--- config.mk ---
export PLATFORM = sky130hd
export DESIGN_NAME = pxp_page1
export DESIGN_NICKNAME = d
export VERILOG_FILES = /design/src/hdl/pxp_pkg.sv /design/src/hdl/pxp_page1.sv /design/src/hdl/pxp_pktgen.sv
export SDC_FILE = /design/constraint.sdc
export NUM_CORES = 1
export LEC_CHECK = 0
export ABC_AREA = 1
export CORE_MARGIN = 3
export CORE_UTILIZATION = 41
export DETAILED_ROUTE_END_ITERATION = 6
export DONT_BUFFER_PORTS = 1
export GPL_TIMING_DRIVEN = 0
export PLACE_DENSITY = 0.6
export SKIP_LAST_GASP = 1
export SLEW_MARGIN = 0
export SYNTH_ARGS = -nofsm -noshare
export SYNTH_HDL_FRONTEND = slang
export SYNTH_SLANG_ARGS = --single-unit
--- constraint.sdc ---
create_clock -name CLK_IN -period 14.1 [get_ports CLK_IN]
set_clock_uncertainty 0.15 [all_clocks]
set_input_delay 1.41 -clock CLK_IN [delete_from_list [all_inputs] [get_ports CLK_IN]]
set_output_delay 1.41 -clock CLK_IN [all_outputs]
set_load 0.02 [all_outputs]
--- src/hdl/pxp_pkg.sv ---
package pxp_pkg;
    localparam int CLK_NS = 10;
    localparam int MS_NS = 1000000;
    localparam int MS_CYC = MS_NS / CLK_NS;
    localparam logic [4:0] REG_EMC = 5'h13;
    localparam logic [4:0] REG_SLP = 5'h14;
    localparam logic [4:0] REG_POE = 5'h17;
    localparam logic [4:0] REG_EPG1 = 5'h1d;
    localparam logic [4:0] REG_EPG2 = 5'h1e;
    localparam logic [4:0] REG_PAGE = 5'h1f;
    localparam logic [15:0] PAGE_MAIN = 16'h0000;
    localparam logic [15:0] PAGE_EXT1 = 16'h0001;
    localparam logic [15:0] EMC_WM = 16'h381c;
    localparam logic [15:0] EMC_RST = 16'h0010;
    localparam logic [15:0] SLP_WM = 16'h7c20;
    localparam logic [15:0] SLP_RST = 16'h2000;
    localparam logic [15:0] POE_WM = 16'h0400;
    localparam logic [15:0] POE_RST = 16'h0000;
    localparam logic [15:0] EPG1_RST = 16'h0040;
    localparam logic [15:0] EPG2_RST = 16'h0000;
    localparam int EMC_LED0 = 12;
    localparam int EMC_BLINK = 11;
    localparam int EMC_FLF = 4;
    localparam int EMC_XO = 2;
    localparam int SLP_SLEEP = 13;
    localparam int SLP_WAKE = 11;
    localparam int SLP_SLOW = 10;
    localparam int SLP_NOPRE = 5;
    localparam int POE_EN = 10;
    localparam logic [1:0] MEDIA_NONE = 2'h0;
    localparam logic [1:0] MEDIA_CU = 2'h1;
    localparam logic [5:0] PRE_BITS = 6'h20;
    localparam logic [1:0] MD_ST = 2'h1;
    localparam logic [1:0] OP_RD = 2'h2;
    localparam logic [1:0] OP_WR = 2'h1;
    localparam logic [11:0] SLEEP_BASE_MS = 12'h3e8;
    localparam logic [11:0] WAKE0_MS = 12'h0a0;
    localparam logic [11:0] WAKE1_MS = 12'h190;
    localparam logic [11:0] WAKE2_MS = 12'h320;
    localparam logic [11:0] WAKE3_MS = 12'h7d0;
    localparam int GAP_SHORT_NS = 96;
    localparam int GAP_LONG_NS = 8192;
    localparam int GAP_SHORT_CYC = (GAP_SHORT_NS + CLK_NS - 1) / CLK_NS;
    localparam int GAP_LONG_CYC = (GAP_LONG_NS + CLK_NS - 1) / CLK_NS;
    localparam logic [13:0] LEN0_B = 14'h007d;
    localparam logic [13:0] LEN1_B = 14'h0040;
    localparam logic [13:0] LEN2_B = 14'h05ee;
    localparam logic [13:0] LEN3_B = 14'h2710;
    localparam logic [13:0] HDR_B = 14'h000c;
    localparam logic [13:0] FCS_B = 14'h0004;
    localparam int PKT_TOTAL = 30000000;
    localparam int PKT_BLOCK = 10000;
    localparam logic [31:0] CRC_POLY = 32'hedb88320;
    localparam logic [15:0] LFSR_SEED = 16'h0001;

    typedef enum logic [1:0] {XO_AUTO, XO_MDI, XO_MDIX} pxp_xover_t;
    typedef enum {M_IDLE, M_HDR, M_TA, M_DATA} pxp_md_st_t;
    typedef enum {G_IDLE, G_SEND, G_GAP, G_DONE} pxp_gen_st_t;

    typedef struct packed {
        logic en;
        logic run;
        logic cont;
        logic [1:0] len;
        logic long_gap;
        logic [3:0] da;
        logic [3:0] sa;
        logic rnd;
        logic bad;
        logic [15:0] pat;
    } pxp_cfg_t;

    typedef struct packed {
        logic valid;
        logic last;
        logic [7:0] data;
    } pxp_tx_t;
endpackage : pxp_pkg

--- src/hdl/pxp_page1.sv ---
`timescale 1ns/1ns
`default_nettype none
// Operation
// - Each set LED extended-mode bit puts its LED into basic serial mode.
// - Blink bit set blinks LEDs after hold pin release; clear suppresses it.
// - Fast link failure pin drives only while enabled; enable resets to one.
// - Crossover field: 00 automatic, 10 forced MDI, 11 forced MDI-X, 01 reserved.
// - Sleep field gives one to four seconds delay; reset code is 01.
// - Wake field gives 160, 400, 800 ms or 2 s; reset code 00.
// - Media status reads 00 for none and 01 for copper.
// - No-preamble bit lets 10BASE-T receiver raise RX_DV without preamble.
// - A read-only five-bit field returns the internal management address.
// - Detection status valid only when enabled: searching, needs power, no power.
// - Eight-bit copper CRC error count in low byte, cleared when read.
// - Generator transmits only while both enable and run are set.
// - Single mode sends 30,000,000 packets; continuous sends blocks of 10,000.
// - Packet length 125, 64, 1518 or 10,000 bytes; gap 96 or 8,192 ns.
// - Address low nibbles come from fields; upper address bits are all ones.
// - Payload is random or the repeated sixteen-bit pattern register.
// - Bad-checksum bit makes generated frames carry a wrong frame check sequence.
// - Setting changes while running apply only after enable or run is cleared and set, except clearing continuous, which stops the run at the next block end.
module pxp_page1 #(
    parameter int MS_CYC = pxp_pkg::MS_CYC,
    parameter logic [24:0] PKT_TOTAL = 25'(pxp_pkg::PKT_TOTAL),
    parameter logic [13:0] PKT_BLOCK = 14'(pxp_pkg::PKT_BLOCK)
) (
    input wire logic CLK_IN,
    input wire logic RESET_IN,
    input wire logic SOFT_RESET_IN,
    input wire logic MDC_IN,
    input wire logic MDIO_IN,
    output logic MDIO_OUT,
    output logic MDIO_OE_OUT,
    input wire logic [4:0] PHY_ADDR_IN,
    input wire logic LOW_POWER_HOLD_IN,
    output logic [1:0] LED_EXT_MODE_OUT,
    output logic LED_BLINK_OUT,
    input wire logic FLF_EVENT_IN,
    output logic FLF_OUT,
    output pxp_pkg::pxp_xover_t XOVER_MODE_OUT,
    input wire logic LINK_ENERGY_IN,
    output logic SLEEP_OUT,
    output logic WAKE_PULSE_OUT,
    output logic SLOW_MGMT_CLK_OUT,
    input wire logic MEDIA_COPPER_IN,
    output logic NO_PREAMBLE_OUT,
    output logic PD_DETECT_EN_OUT,
    input wire logic [1:0] PD_STATUS_IN,
    input wire logic CRC_ERR_IN,
    output pxp_pkg::pxp_tx_t TX_OUT
);
    pxp_pkg::pxp_md_st_t st, next_st;
    logic mdc_q, rise, fall;
    logic [5:0] ones, next_ones;
    logic [3:0] cnt, next_cnt;
    logic [15:0] sh, next_sh, rd, next_rd;
    logic [4:0] areg, next_areg;
    logic isrd, next_isrd, mo, next_mo, moe, next_moe;
    logic wr_stb, rd_stb;
    logic [15:0] page, next_page, emc, next_emc, slp, next_slp;
    logic [15:0] poe, next_poe, epg1, next_epg1, epg2, next_epg2;
    logic [7:0] crc, next_crc;
    logic [4:0] phy_addr, next_phy_addr;
    logic addr_ok;
    logic [16:0] ms_cnt, next_ms_cnt;
    logic [11:0] t, next_t, sleep_ms, wake_ms;
    logic asleep, next_asleep, wake, next_wake, tick;
    logic hold_q, blink, next_blink, flf, next_flf;
    pxp_pkg::pxp_xover_t xo, next_xo;

    function automatic logic p1(input logic [4:0] a, input logic [4:0] want);
        return page == pxp_pkg::PAGE_EXT1 && a == want;
    endfunction : p1

    function automatic logic [15:0] rdata(input logic [4:0] a);
        logic [15:0] r;
        r = 16'h0000;
        if (a == pxp_pkg::REG_PAGE) begin
            r = page;
        end else if (p1(a, pxp_pkg::REG_EMC)) begin
            r = emc;
        end else if (p1(a, pxp_pkg::REG_SLP)) begin
            r = slp;
            r[7:6] = MEDIA_COPPER_IN ? pxp_pkg::MEDIA_CU : pxp_pkg::MEDIA_NONE;
        end else if (p1(a, pxp_pkg::REG_POE)) begin
            r = {phy_addr, poe[pxp_pkg::POE_EN], 2'h0, crc};
            if (poe[pxp_pkg::POE_EN]) begin
                r[9:8] = PD_STATUS_IN;
            end
        end else if (p1(a, pxp_pkg::REG_EPG1)) begin
            r = epg1;
        end else if (p1(a, pxp_pkg::REG_EPG2)) begin
            r = epg2;
        end
        return r;
    endfunction : rdata

    assign rise = MDC_IN & ~mdc_q;
    assign fall = ~MDC_IN & mdc_q;

    // Management frame slave: shifts on MDC rising edges, drives read data after falling ones.
    always_comb begin
        next_st = st;
        next_ones = ones;
        next_cnt = cnt;
        next_sh = sh;
        next_rd = rd;
        next_areg = areg;
        next_isrd = isrd;
        next_mo = mo;
        next_moe = moe;
        wr_stb = 1'b0;
        rd_stb = 1'b0;
        if (rise) begin
            next_sh = {sh[14:0], MDIO_IN};
            case (st)
                pxp_pkg::M_IDLE: begin
                    if (MDIO_IN) begin
                        if (ones != pxp_pkg::PRE_BITS) begin
                            next_ones = ones + 6'h01;
                        end
                    end else begin
                        if (ones == pxp_pkg::PRE_BITS) begin
                            next_st = pxp_pkg::M_HDR;
                            next_cnt = 4'h0;
                        end
                        next_ones = 6'h00;
                    end
                end
                pxp_pkg::M_HDR: begin
                    next_cnt = cnt + 4'h1;
                    if (cnt == 4'hc) begin
                        next_st = pxp_pkg::M_IDLE;
                        if (next_sh[13:12] == pxp_pkg::MD_ST && next_sh[9:5] == phy_addr &&
                            (next_sh[11:10] == pxp_pkg::OP_RD ||
                             next_sh[11:10] == pxp_pkg::OP_WR)) begin
                            next_st = pxp_pkg::M_TA;
                            next_cnt = 4'h0;
                            next_areg = next_sh[4:0];
                            next_isrd = next_sh[11:10] == pxp_pkg::OP_RD;
                            next_rd = rdata(next_sh[4:0]);
                            rd_stb = next_isrd;
                        end
                    end
                end
                pxp_pkg::M_TA: begin
                    next_cnt = cnt + 4'h1;
                    if (cnt == 4'h1) begin
                        next_st = pxp_pkg::M_DATA;
                        next_cnt = 4'h0;
                    end
                end
                pxp_pkg::M_DATA: begin
                    next_cnt = cnt + 4'h1;
                    if (cnt == 4'hf) begin
                        next_st = pxp_pkg::M_IDLE;
                        wr_stb = ~isrd;
                    end
                end
                default: next_st = pxp_pkg::M_IDLE;
            endcase
        end
        if (fall) begin
            if (st == pxp_pkg::M_TA && isrd && cnt == 4'h1) begin
                next_moe = 1'b1;
                next_mo = 1'b0;
            end else if (st == pxp_pkg::M_DATA && isrd) begin
                next_mo = rd[15];
                next_rd = {rd[14:0], 1'b0};
            end else if (st == pxp_pkg::M_IDLE) begin
                next_moe = 1'b0;
                next_mo = 1'b0;
            end
        end
    end

    always_ff @(posedge CLK_IN or posedge RESET_IN) begin
        if (RESET_IN) begin
            st <= pxp_pkg::M_IDLE;
            mdc_q <= 1'b0;
            ones <= 6'h00;
            cnt <= 4'h0;
            sh <= 16'h0000;
            rd <= 16'h0000;
            areg <= 5'h00;
            isrd <= 1'b0;
            mo <= 1'b0;
            moe <= 1'b0;
        end else begin
            st <= next_st;
            mdc_q <= MDC_IN;
            ones <= next_ones;
            cnt <= next_cnt;
            sh <= next_sh;
            rd <= next_rd;
            areg <= next_areg;
            isrd <= next_isrd;
            mo <= next_mo;
            moe <= next_moe;
        end
    end

    always_comb begin
        next_page = page;
        next_emc = emc;
        next_slp = slp;
        next_poe = poe;
        next_epg1 = epg1;
        next_epg2 = epg2;
        next_phy_addr = addr_ok ? phy_addr : PHY_ADDR_IN;
        if (wr_stb) begin
            if (areg == pxp_pkg::REG_PAGE) begin
                next_page = next_sh;
            end
            if (p1(areg, pxp_pkg::REG_EMC)) begin
                next_emc = next_sh & pxp_pkg::EMC_WM;
            end
            if (p1(areg, pxp_pkg::REG_SLP)) begin
                next_slp = next_sh & pxp_pkg::SLP_WM;
            end
            if (p1(areg, pxp_pkg::REG_POE)) begin
                next_poe = next_sh & pxp_pkg::POE_WM;
            end
            if (p1(areg, pxp_pkg::REG_EPG1)) begin
                next_epg1 = next_sh;
            end
            if (p1(areg, pxp_pkg::REG_EPG2)) begin
                next_epg2 = next_sh;
            end
        end
        // Software reset leaves the sticky control words alone.
        if (SOFT_RESET_IN) begin
            next_page = pxp_pkg::PAGE_MAIN;
            next_epg1 = pxp_pkg::EPG1_RST;
            next_epg2 = pxp_pkg::EPG2_RST;
        end
        // A read and an error in the same cycle leave a count of one, so no error is lost.
        next_crc = rd_stb && p1(next_areg, pxp_pkg::REG_POE) ? 8'h00 : crc;
        if (CRC_ERR_IN && next_crc != 8'hff) begin
            next_crc = next_crc + 8'h01;
        end
    end

    always_ff @(posedge CLK_IN or posedge RESET_IN) begin
        if (RESET_IN) begin
            page <= pxp_pkg::PAGE_MAIN;
            emc <= pxp_pkg::EMC_RST;
            slp <= pxp_pkg::SLP_RST;
            poe <= pxp_pkg::POE_RST;
            epg1 <= pxp_pkg::EPG1_RST;
            epg2 <= pxp_pkg::EPG2_RST;
            crc <= 8'h00;
            phy_addr <= 5'h00;
            addr_ok <= 1'b0;
        end else begin
            page <= next_page;
            emc <= next_emc;
            slp <= next_slp;
            poe <= next_poe;
            epg1 <= next_epg1;
            epg2 <= next_epg2;
            crc <= next_crc;
            phy_addr <= next_phy_addr;
            addr_ok <= 1'b1;
        end
    end

    // Link-idle timers count whole milliseconds from a shared prescaler.
    always_comb begin
        tick = ms_cnt == 17'(MS_CYC - 1);
        next_ms_cnt = tick ? 17'h00000 : ms_cnt + 17'h00001;
        sleep_ms = pxp_pkg::SLEEP_BASE_MS * 12'({slp[14:13]} + 3'h1);
        case (slp[12:11])
            2'h0: wake_ms = pxp_pkg::WAKE0_MS;
            2'h1: wake_ms = pxp_pkg::WAKE1_MS;
            2'h2: wake_ms = pxp_pkg::WAKE2_MS;
            default: wake_ms = pxp_pkg::WAKE3_MS;
        endcase
        next_t = t;
        next_asleep = asleep;
        next_wake = 1'b0;
        if (LINK_ENERGY_IN) begin
            next_asleep = 1'b0;
            next_t = 12'h000;
        end else if (tick) begin
            next_t = t + 12'h001;
            if (!asleep && t + 12'h001 >= sleep_ms) begin
                next_asleep = 1'b1;
                next_t = 12'h000;
            end else if (asleep && t + 12'h001 >= wake_ms) begin
                next_wake = 1'b1;
                next_t = 12'h000;
            end
        end
    end

    always_ff @(posedge CLK_IN or posedge RESET_IN) begin
        if (RESET_IN) begin
            ms_cnt <= 17'h00000;
            t <= 12'h000;
            asleep <= 1'b0;
            wake <= 1'b0;
        end else begin
            ms_cnt <= next_ms_cnt;
            t <= next_t;
            asleep <= next_asleep;
            wake <= next_wake;
        end
    end

    always_comb begin
        next_blink = emc[pxp_pkg::EMC_BLINK] & hold_q & ~LOW_POWER_HOLD_IN;
        next_flf = emc[pxp_pkg::EMC_FLF] & FLF_EVENT_IN;
        // The reserved code falls back to automatic crossover.
        case (emc[pxp_pkg::EMC_XO +: 2])
            2'h2: next_xo = pxp_pkg::XO_MDI;
            2'h3: next_xo = pxp_pkg::XO_MDIX;
            default: next_xo = pxp_pkg::XO_AUTO;
        endcase
    end

    always_ff @(posedge CLK_IN or posedge RESET_IN) begin
        if (RESET_IN) begin
            hold_q <= 1'b1;
            blink <= 1'b0;
            flf <= 1'b0;
            xo <= pxp_pkg::XO_AUTO;
        end else begin
            hold_q <= LOW_POWER_HOLD_IN;
            blink <= next_blink;
            flf <= next_flf;
            xo <= next_xo;
        end
    end

    pxp_pktgen #(
        .PKT_TOTAL(PKT_TOTAL),
        .PKT_BLOCK(PKT_BLOCK)
    ) u_gen (
        .clk_in(CLK_IN),
        .reset_in(RESET_IN),
        .cfg_in({epg1, epg2}),
        .tx_out(TX_OUT)
    );

    assign MDIO_OUT = mo;
    assign MDIO_OE_OUT = moe;
    assign LED_EXT_MODE_OUT = emc[pxp_pkg::EMC_LED0 +: 2];
    assign LED_BLINK_OUT = blink;
    assign FLF_OUT = flf;
    assign XOVER_MODE_OUT = xo;
    assign SLEEP_OUT = asleep;
    assign WAKE_PULSE_OUT = wake;
    assign SLOW_MGMT_CLK_OUT = slp[pxp_pkg::SLP_SLOW];
    assign NO_PREAMBLE_OUT = slp[pxp_pkg::SLP_NOPRE];
    assign PD_DETECT_EN_OUT = poe[pxp_pkg::POE_EN];
endmodule : pxp_page1
`default_nettype wire

--- src/hdl/pxp_pktgen.sv ---
`timescale 1ns/1ns
`default_nettype none
module pxp_pktgen #(
    parameter logic [24:0] PKT_TOTAL = 25'(pxp_pkg::PKT_TOTAL),
    parameter logic [13:0] PKT_BLOCK = 14'(pxp_pkg::PKT_BLOCK)
) (
    input wire logic clk_in,
    input wire logic reset_in,
    input wire pxp_pkg::pxp_cfg_t cfg_in,
    output pxp_pkg::pxp_tx_t tx_out
);
    pxp_pkg::pxp_gen_st_t st, next_st;
    pxp_pkg::pxp_cfg_t cfg, next_cfg;
    pxp_pkg::pxp_tx_t next_tx;
    logic act_q, active;
    logic [13:0] idx, next_idx, blk, next_blk, plen;
    logic [24:0] pkts, next_pkts;
    logic [9:0] gcnt, next_gcnt;
    logic [31:0] crc, next_crc, fcs;
    logic [15:0] lfsr, next_lfsr;
    logic [7:0] b;

    function automatic logic [31:0] crc_byte(input logic [31:0] c, input logic [7:0] d);
        logic [31:0] r;
        r = c ^ {24'h000000, d};
        for (int i = 0; i < 8; i++) begin
            r = r[0] ? ((r >> 1) ^ pxp_pkg::CRC_POLY) : (r >> 1);
        end
        return r;
    endfunction : crc_byte

    always_comb begin
        active = cfg_in.en & cfg_in.run;
        case (cfg.len)
            2'h0: plen = pxp_pkg::LEN0_B;
            2'h1: plen = pxp_pkg::LEN1_B;
            2'h2: plen = pxp_pkg::LEN2_B;
            default: plen = pxp_pkg::LEN3_B;
        endcase
        fcs = cfg.bad ? crc : ~crc;
        next_st = st;
        next_cfg = cfg;
        next_idx = idx;
        next_blk = blk;
        next_pkts = pkts;
        next_gcnt = gcnt;
        next_crc = crc;
        next_lfsr = lfsr;
        next_tx = '0;
        b = 8'hff;
        if (!active) begin
            next_st = pxp_pkg::G_IDLE;
        end else begin
            case (st)
                pxp_pkg::G_IDLE: begin
                    if (!act_q) begin
                        next_cfg = cfg_in;
                        next_st = pxp_pkg::G_SEND;
                        next_idx = 14'h0000;
                        next_blk = 14'h0000;
                        next_pkts = 25'h0000000;
                        next_crc = 32'hffffffff;
                    end
                end
                pxp_pkg::G_SEND: begin
                    if (idx < pxp_pkg::HDR_B) begin
                        if (idx == 14'h0005) begin
                            b = {4'hf, cfg.da};
                        end else if (idx == 14'h000b) begin
                            b = {4'hf, cfg.sa};
                        end
                    end else if (idx < plen - pxp_pkg::FCS_B) begin
                        if (cfg.rnd) begin
                            b = lfsr[7:0];
                            next_lfsr = {lfsr[14:0], lfsr[15] ^ lfsr[13] ^ lfsr[12] ^ lfsr[10]};
                        end else begin
                            b = idx[0] ? cfg.pat[7:0] : cfg.pat[15:8];
                        end
                    end else begin
                        b = 8'(fcs >> {idx[1:0] - plen[1:0], 3'h0});
                    end
                    if (idx < plen - pxp_pkg::FCS_B) begin
                        next_crc = crc_byte(crc, b);
                    end
                    next_tx.valid = 1'b1;
                    next_tx.data = b;
                    next_idx = idx + 14'h0001;
                    if (idx == plen - 14'h0001) begin
                        next_tx.last = 1'b1;
                        next_idx = 14'h0000;
                        next_crc = 32'hffffffff;
                        next_pkts = pkts + 25'h0000001;
                        next_blk = (blk + 14'h0001 == PKT_BLOCK) ? 14'h0000 : blk + 14'h0001;
                        next_gcnt = cfg.long_gap ? 10'(pxp_pkg::GAP_LONG_CYC - 1)
                                                 : 10'(pxp_pkg::GAP_SHORT_CYC - 1);
                        next_st = pxp_pkg::G_GAP;
                        if (!cfg.cont && next_pkts == PKT_TOTAL) begin
                            next_st = pxp_pkg::G_DONE;
                        end else if (cfg.cont && next_blk == 14'h0000 && !cfg_in.cont) begin
                            next_st = pxp_pkg::G_DONE;
                        end
                    end
                end
                pxp_pkg::G_GAP: begin
                    next_gcnt = gcnt - 10'h001;
                    if (gcnt == 10'h000) begin
                        next_st = pxp_pkg::G_SEND;
                    end
                end
                pxp_pkg::G_DONE: next_st = pxp_pkg::G_DONE;
                default: next_st = pxp_pkg::G_IDLE;
            endcase
        end
    end

    always_ff @(posedge clk_in or posedge reset_in) begin
        if (reset_in) begin
            st <= pxp_pkg::G_IDLE;
            cfg <= '0;
            act_q <= 1'b0;
            idx <= 14'h0000;
            blk <= 14'h0000;
            pkts <= 25'h0000000;
            gcnt <= 10'h000;
            crc <= 32'hffffffff;
            lfsr <= pxp_pkg::LFSR_SEED;
            tx_out <= '0;
        end else begin
            st <= next_st;
            cfg <= next_cfg;
            act_q <= active;
            idx <= next_idx;
            blk <= next_blk;
            pkts <= next_pkts;
            gcnt <= next_gcnt;
            crc <= next_crc;
            lfsr <= next_lfsr;
            tx_out <= next_tx;
        end
    end
endmodule : pxp_pktgen
`default_nettype wire

==> metrics.cfg <==
[logic_synthesis]
synth_edf_count=0
yosysWarnings=0
ys_async_sr_fraction_pct=100
syn_area_per_cell_um2=7.65
ys.flop_type=dfrtp_1
ys_seq_elements=318
syn_inst=2418
synth.yosys.seq_area_share_pct=43.2
synth_cell_type_count=60
syn-cell-area_mm2=0.0185

[worst_setup_path]
path_max_fanout=8
cp.required_ns=14.42
crit_top_cell=ha_1
reg2reg_to=t[5]
start_kind=register
cp-startpoint=slp[13]
end_kind=register
endpoint=t[5]
reg2reg_depth=15
cp.arrival_ns=4.49
path_class=reg2reg
regToRegStartpoint=slp[13]
cpMaxStageDelayCell=a211oi_1
cp_slowest_stage_delay_ns=0.74
r2r_slack_ns=9.94
path_cells=inv_1 -> ha_1 -> xnor2_1 -> ha_1 -> fa_1 -> xor2_1 -> inv_1 -> ha_1 -> nand2_1 -> nor2_1 -> nand3_1 -> o2111ai_1 -> a211oi_1 -> nand2_2 -> o22ai_1

[layout]
area_growth_pct=11.2
drive_gt1_share_pct=8.43
n_fill_cell=4412
fin_area_mm2=0.0206
antenna_cells=0
fin_nets=2540
final_cell_mix=nand2_1, inv_1, dfrtp_1
mostFrequentLayoutCell=nand2_1

[route]
drt-total-wl_mm=50.2
vias=15947
vias_per_cell=5.17
drc_errors=0
final_antenna_net_count=0
drt_iter0_drc=1101
drtPass1Iterations=6
wl_per_cell_um=16.3

[clocking]
clock_path_buffers=3
post_cts_buffers=0
cts.sinks=318
clock_latency_ns=0.57
cts_tree=done
root_buffer=clkbuf_16
cts_buffers=38
ctsHtreeMaxLevel=2
ctsHoldBuffers=0
path_clk_slew_ns=0.06
cts_resized=0

[floorplan]
core-area_mm2=0.0444
fp.dieH_um=218
die_w_um=218
dieArea_mm2=0.0477
io_pins=40
rows=77
initial_core_util_pct=41.7

[power]
clockPowerShare_pct=26.7
p_int_uw=2180
seq_power_share_pct=32.5
ir_drop_v=0.000102
comb_power_share_pct=40.7
p_leak_uw=0.00986
netSwitchingPower_uw=1550
power_density_mw_per_mm2=181
swShare_pct=41.6

[global_route]
grt_max_degree=121
grt-ovfl-total=0
track_usage_pct=21.5
antenna_found_initial=1
grt_pass1_wl_mm=82.5
grt_pass1_vias=15439

[sta]
post-route-period-util_pct=29.5
maxSlewHeadroom_pct=29.9
finalSetupViolCount=0
hold_ws_ns=0.316
period_minus_slack_ns=4.16
hold_violations=0
rsz0062_at_grt=no
tightestPinTransition_ns=1.04
slew_viol_final=0
setup_ws_ns=9.94
fmax_mhz=240

[min_path]
hold_depth=1
hp-class=reg2reg

[placed_design]
place_congestion=0.969
place_hpwl_mm=37.5
preCtsSetupSlack_ns=9.58
portBuffers=0
place_area_mm2=0.0193

[outcome]
status=complete, no violations

[flow_run]
max-cap-violations=0

area by class of cell:
class / instances / area (um2) / share of cell area, %
sequential: 318 / 8000 / 38.9
tap: 592 / 741 / 3.60
multi-input combinational: 1690 / 8900 / 43.2
inverter: 348 / 1320 / 6.39
clock buffer: 55 / 1120 / 5.42
clock inverter: 14 / 148 / 0.717
timing repair buffer: 2 / 55.1 / 0.267
buffer: 64 / 303 / 1.47
logic make-up after synthesis:
group / share of synthesized area [%]
compound gates: 11.3
other cells: 0.0203
simple gates: 27.1
flops: 43.2
buf+inv: 8.71
mux: 0.243
xor+xnor: 5.15
fa+ha+maj: 4.25
flip-flops by register name, indices dropped and copies added, names as in the netlist, 6 cells and up:
| register | count |
|---|---|
| epg1 | 16 |
| u_gen.gcnt | 10 |
| t | 12 |
| ms_cnt | 17 |
| crc | 8 |
| u_gen.cfg | 30 |
| rd | 16 |
| u_gen.blk | 14 |
| epg2 | 16 |
| u_gen.lfsr | 16 |
| page | 16 |
| ones | 6 |
| emc | 6 |
| u_gen.tx_out | 10 |
| u_gen.idx | 14 |
| slp | 6 |
| u_gen.pkts | 25 |
| u_gen.crc | 32 |
| sh | 16 |
worst min path at each step:
stage,slack [ns],from,end
6_report,0.32,ms_cnt[16],ms_cnt[16]
5_1_grt,0.35,hold_q,LED_BLINK_OUT
4_1_cts,0.32,ms_cnt[16],ms_cnt[16]
3_5_place_dp,0.31,sh[15],sh[15]
3_3_place_gp,0.30,ms_cnt[0],ms_cnt[0]
2_1_floorplan,0.28,ms_cnt[0],ms_cnt[0]
cell usage after synthesis, types with 19 or more instances:
cell / instances / area, um2
dfrtp_1: 281 / 7030
nand4_1: 41 / 257
o22ai_1: 43 / 269
dfstp_2: 37 / 972
xor2_1: 85 / 744
nand3_1: 137 / 686
inv_1: 331 / 1240
ha_1: 58 / 726
nor2_1: 188 / 706
nor3_1: 45 / 225
o21ai_0: 171 / 856
clkbuf_1: 45 / 169
nor4_1: 19 / 119
a21oi_1: 99 / 495
nand2_1: 625 / 2350
nand2_2: 25 / 156
power by group through the flow:
stage          logic, uW  registers [uW]  clock network, uW
3_3_place_gp        1470            1220                  0
3_5_place_dp        1500            1220                  0
2_1_floorplan       1190            1180                  0
6_report            1520            1210                996
4_1_cts             1510            1210               1030
5_1_grt             1720            1230               1060
layer usage:
metal | wire, um | track usage (%) | part of all wire, % | vias up
met5 | 11 | 0 | 0.022 | -
met4 | 1600 | 8.09 | 3.2 | 2
met3 | 2530 | 3.14 | 5.1 | 92
met2 | 23500 | 35.7 | 47 | 374
met1 | 22500 | 28.5 | 45 | 7575
li1 | - | - | - | 7904
worst max-delay path, delay by kind of cell, from the launching register on:
kind	cells	cell delay, ns
AND/OR/NAND/NOR	4	0.48
adder cells (fa/ha/maj)	4	1.22
buffers and inverters	2	0.20
flip-flops	1	0.63
AO/OA/AOI/OAI	3	1.07
XOR/XNOR	2	0.32
through the flow:
| stage | power, uW | util (%) | instances | TNS [ns] |
|---|---|---|---|---|
| after floorplan | 2370 | - | 2420 | 0 |
| after global placement | 2690 | 43.4 | 3012 | -52.22 |
| after detailed placement | 2730 | 43.5 | 3014 | 0 |
| after CTS | 3750 | 46.3 | 3083 | 0 |
| after global routing | 4020 | 46.3 | 3083 | 0 |
| final | 3730 | 46.3 | 3083 | 0 |
No activity file was read; power rests on OpenSTA's default activity.
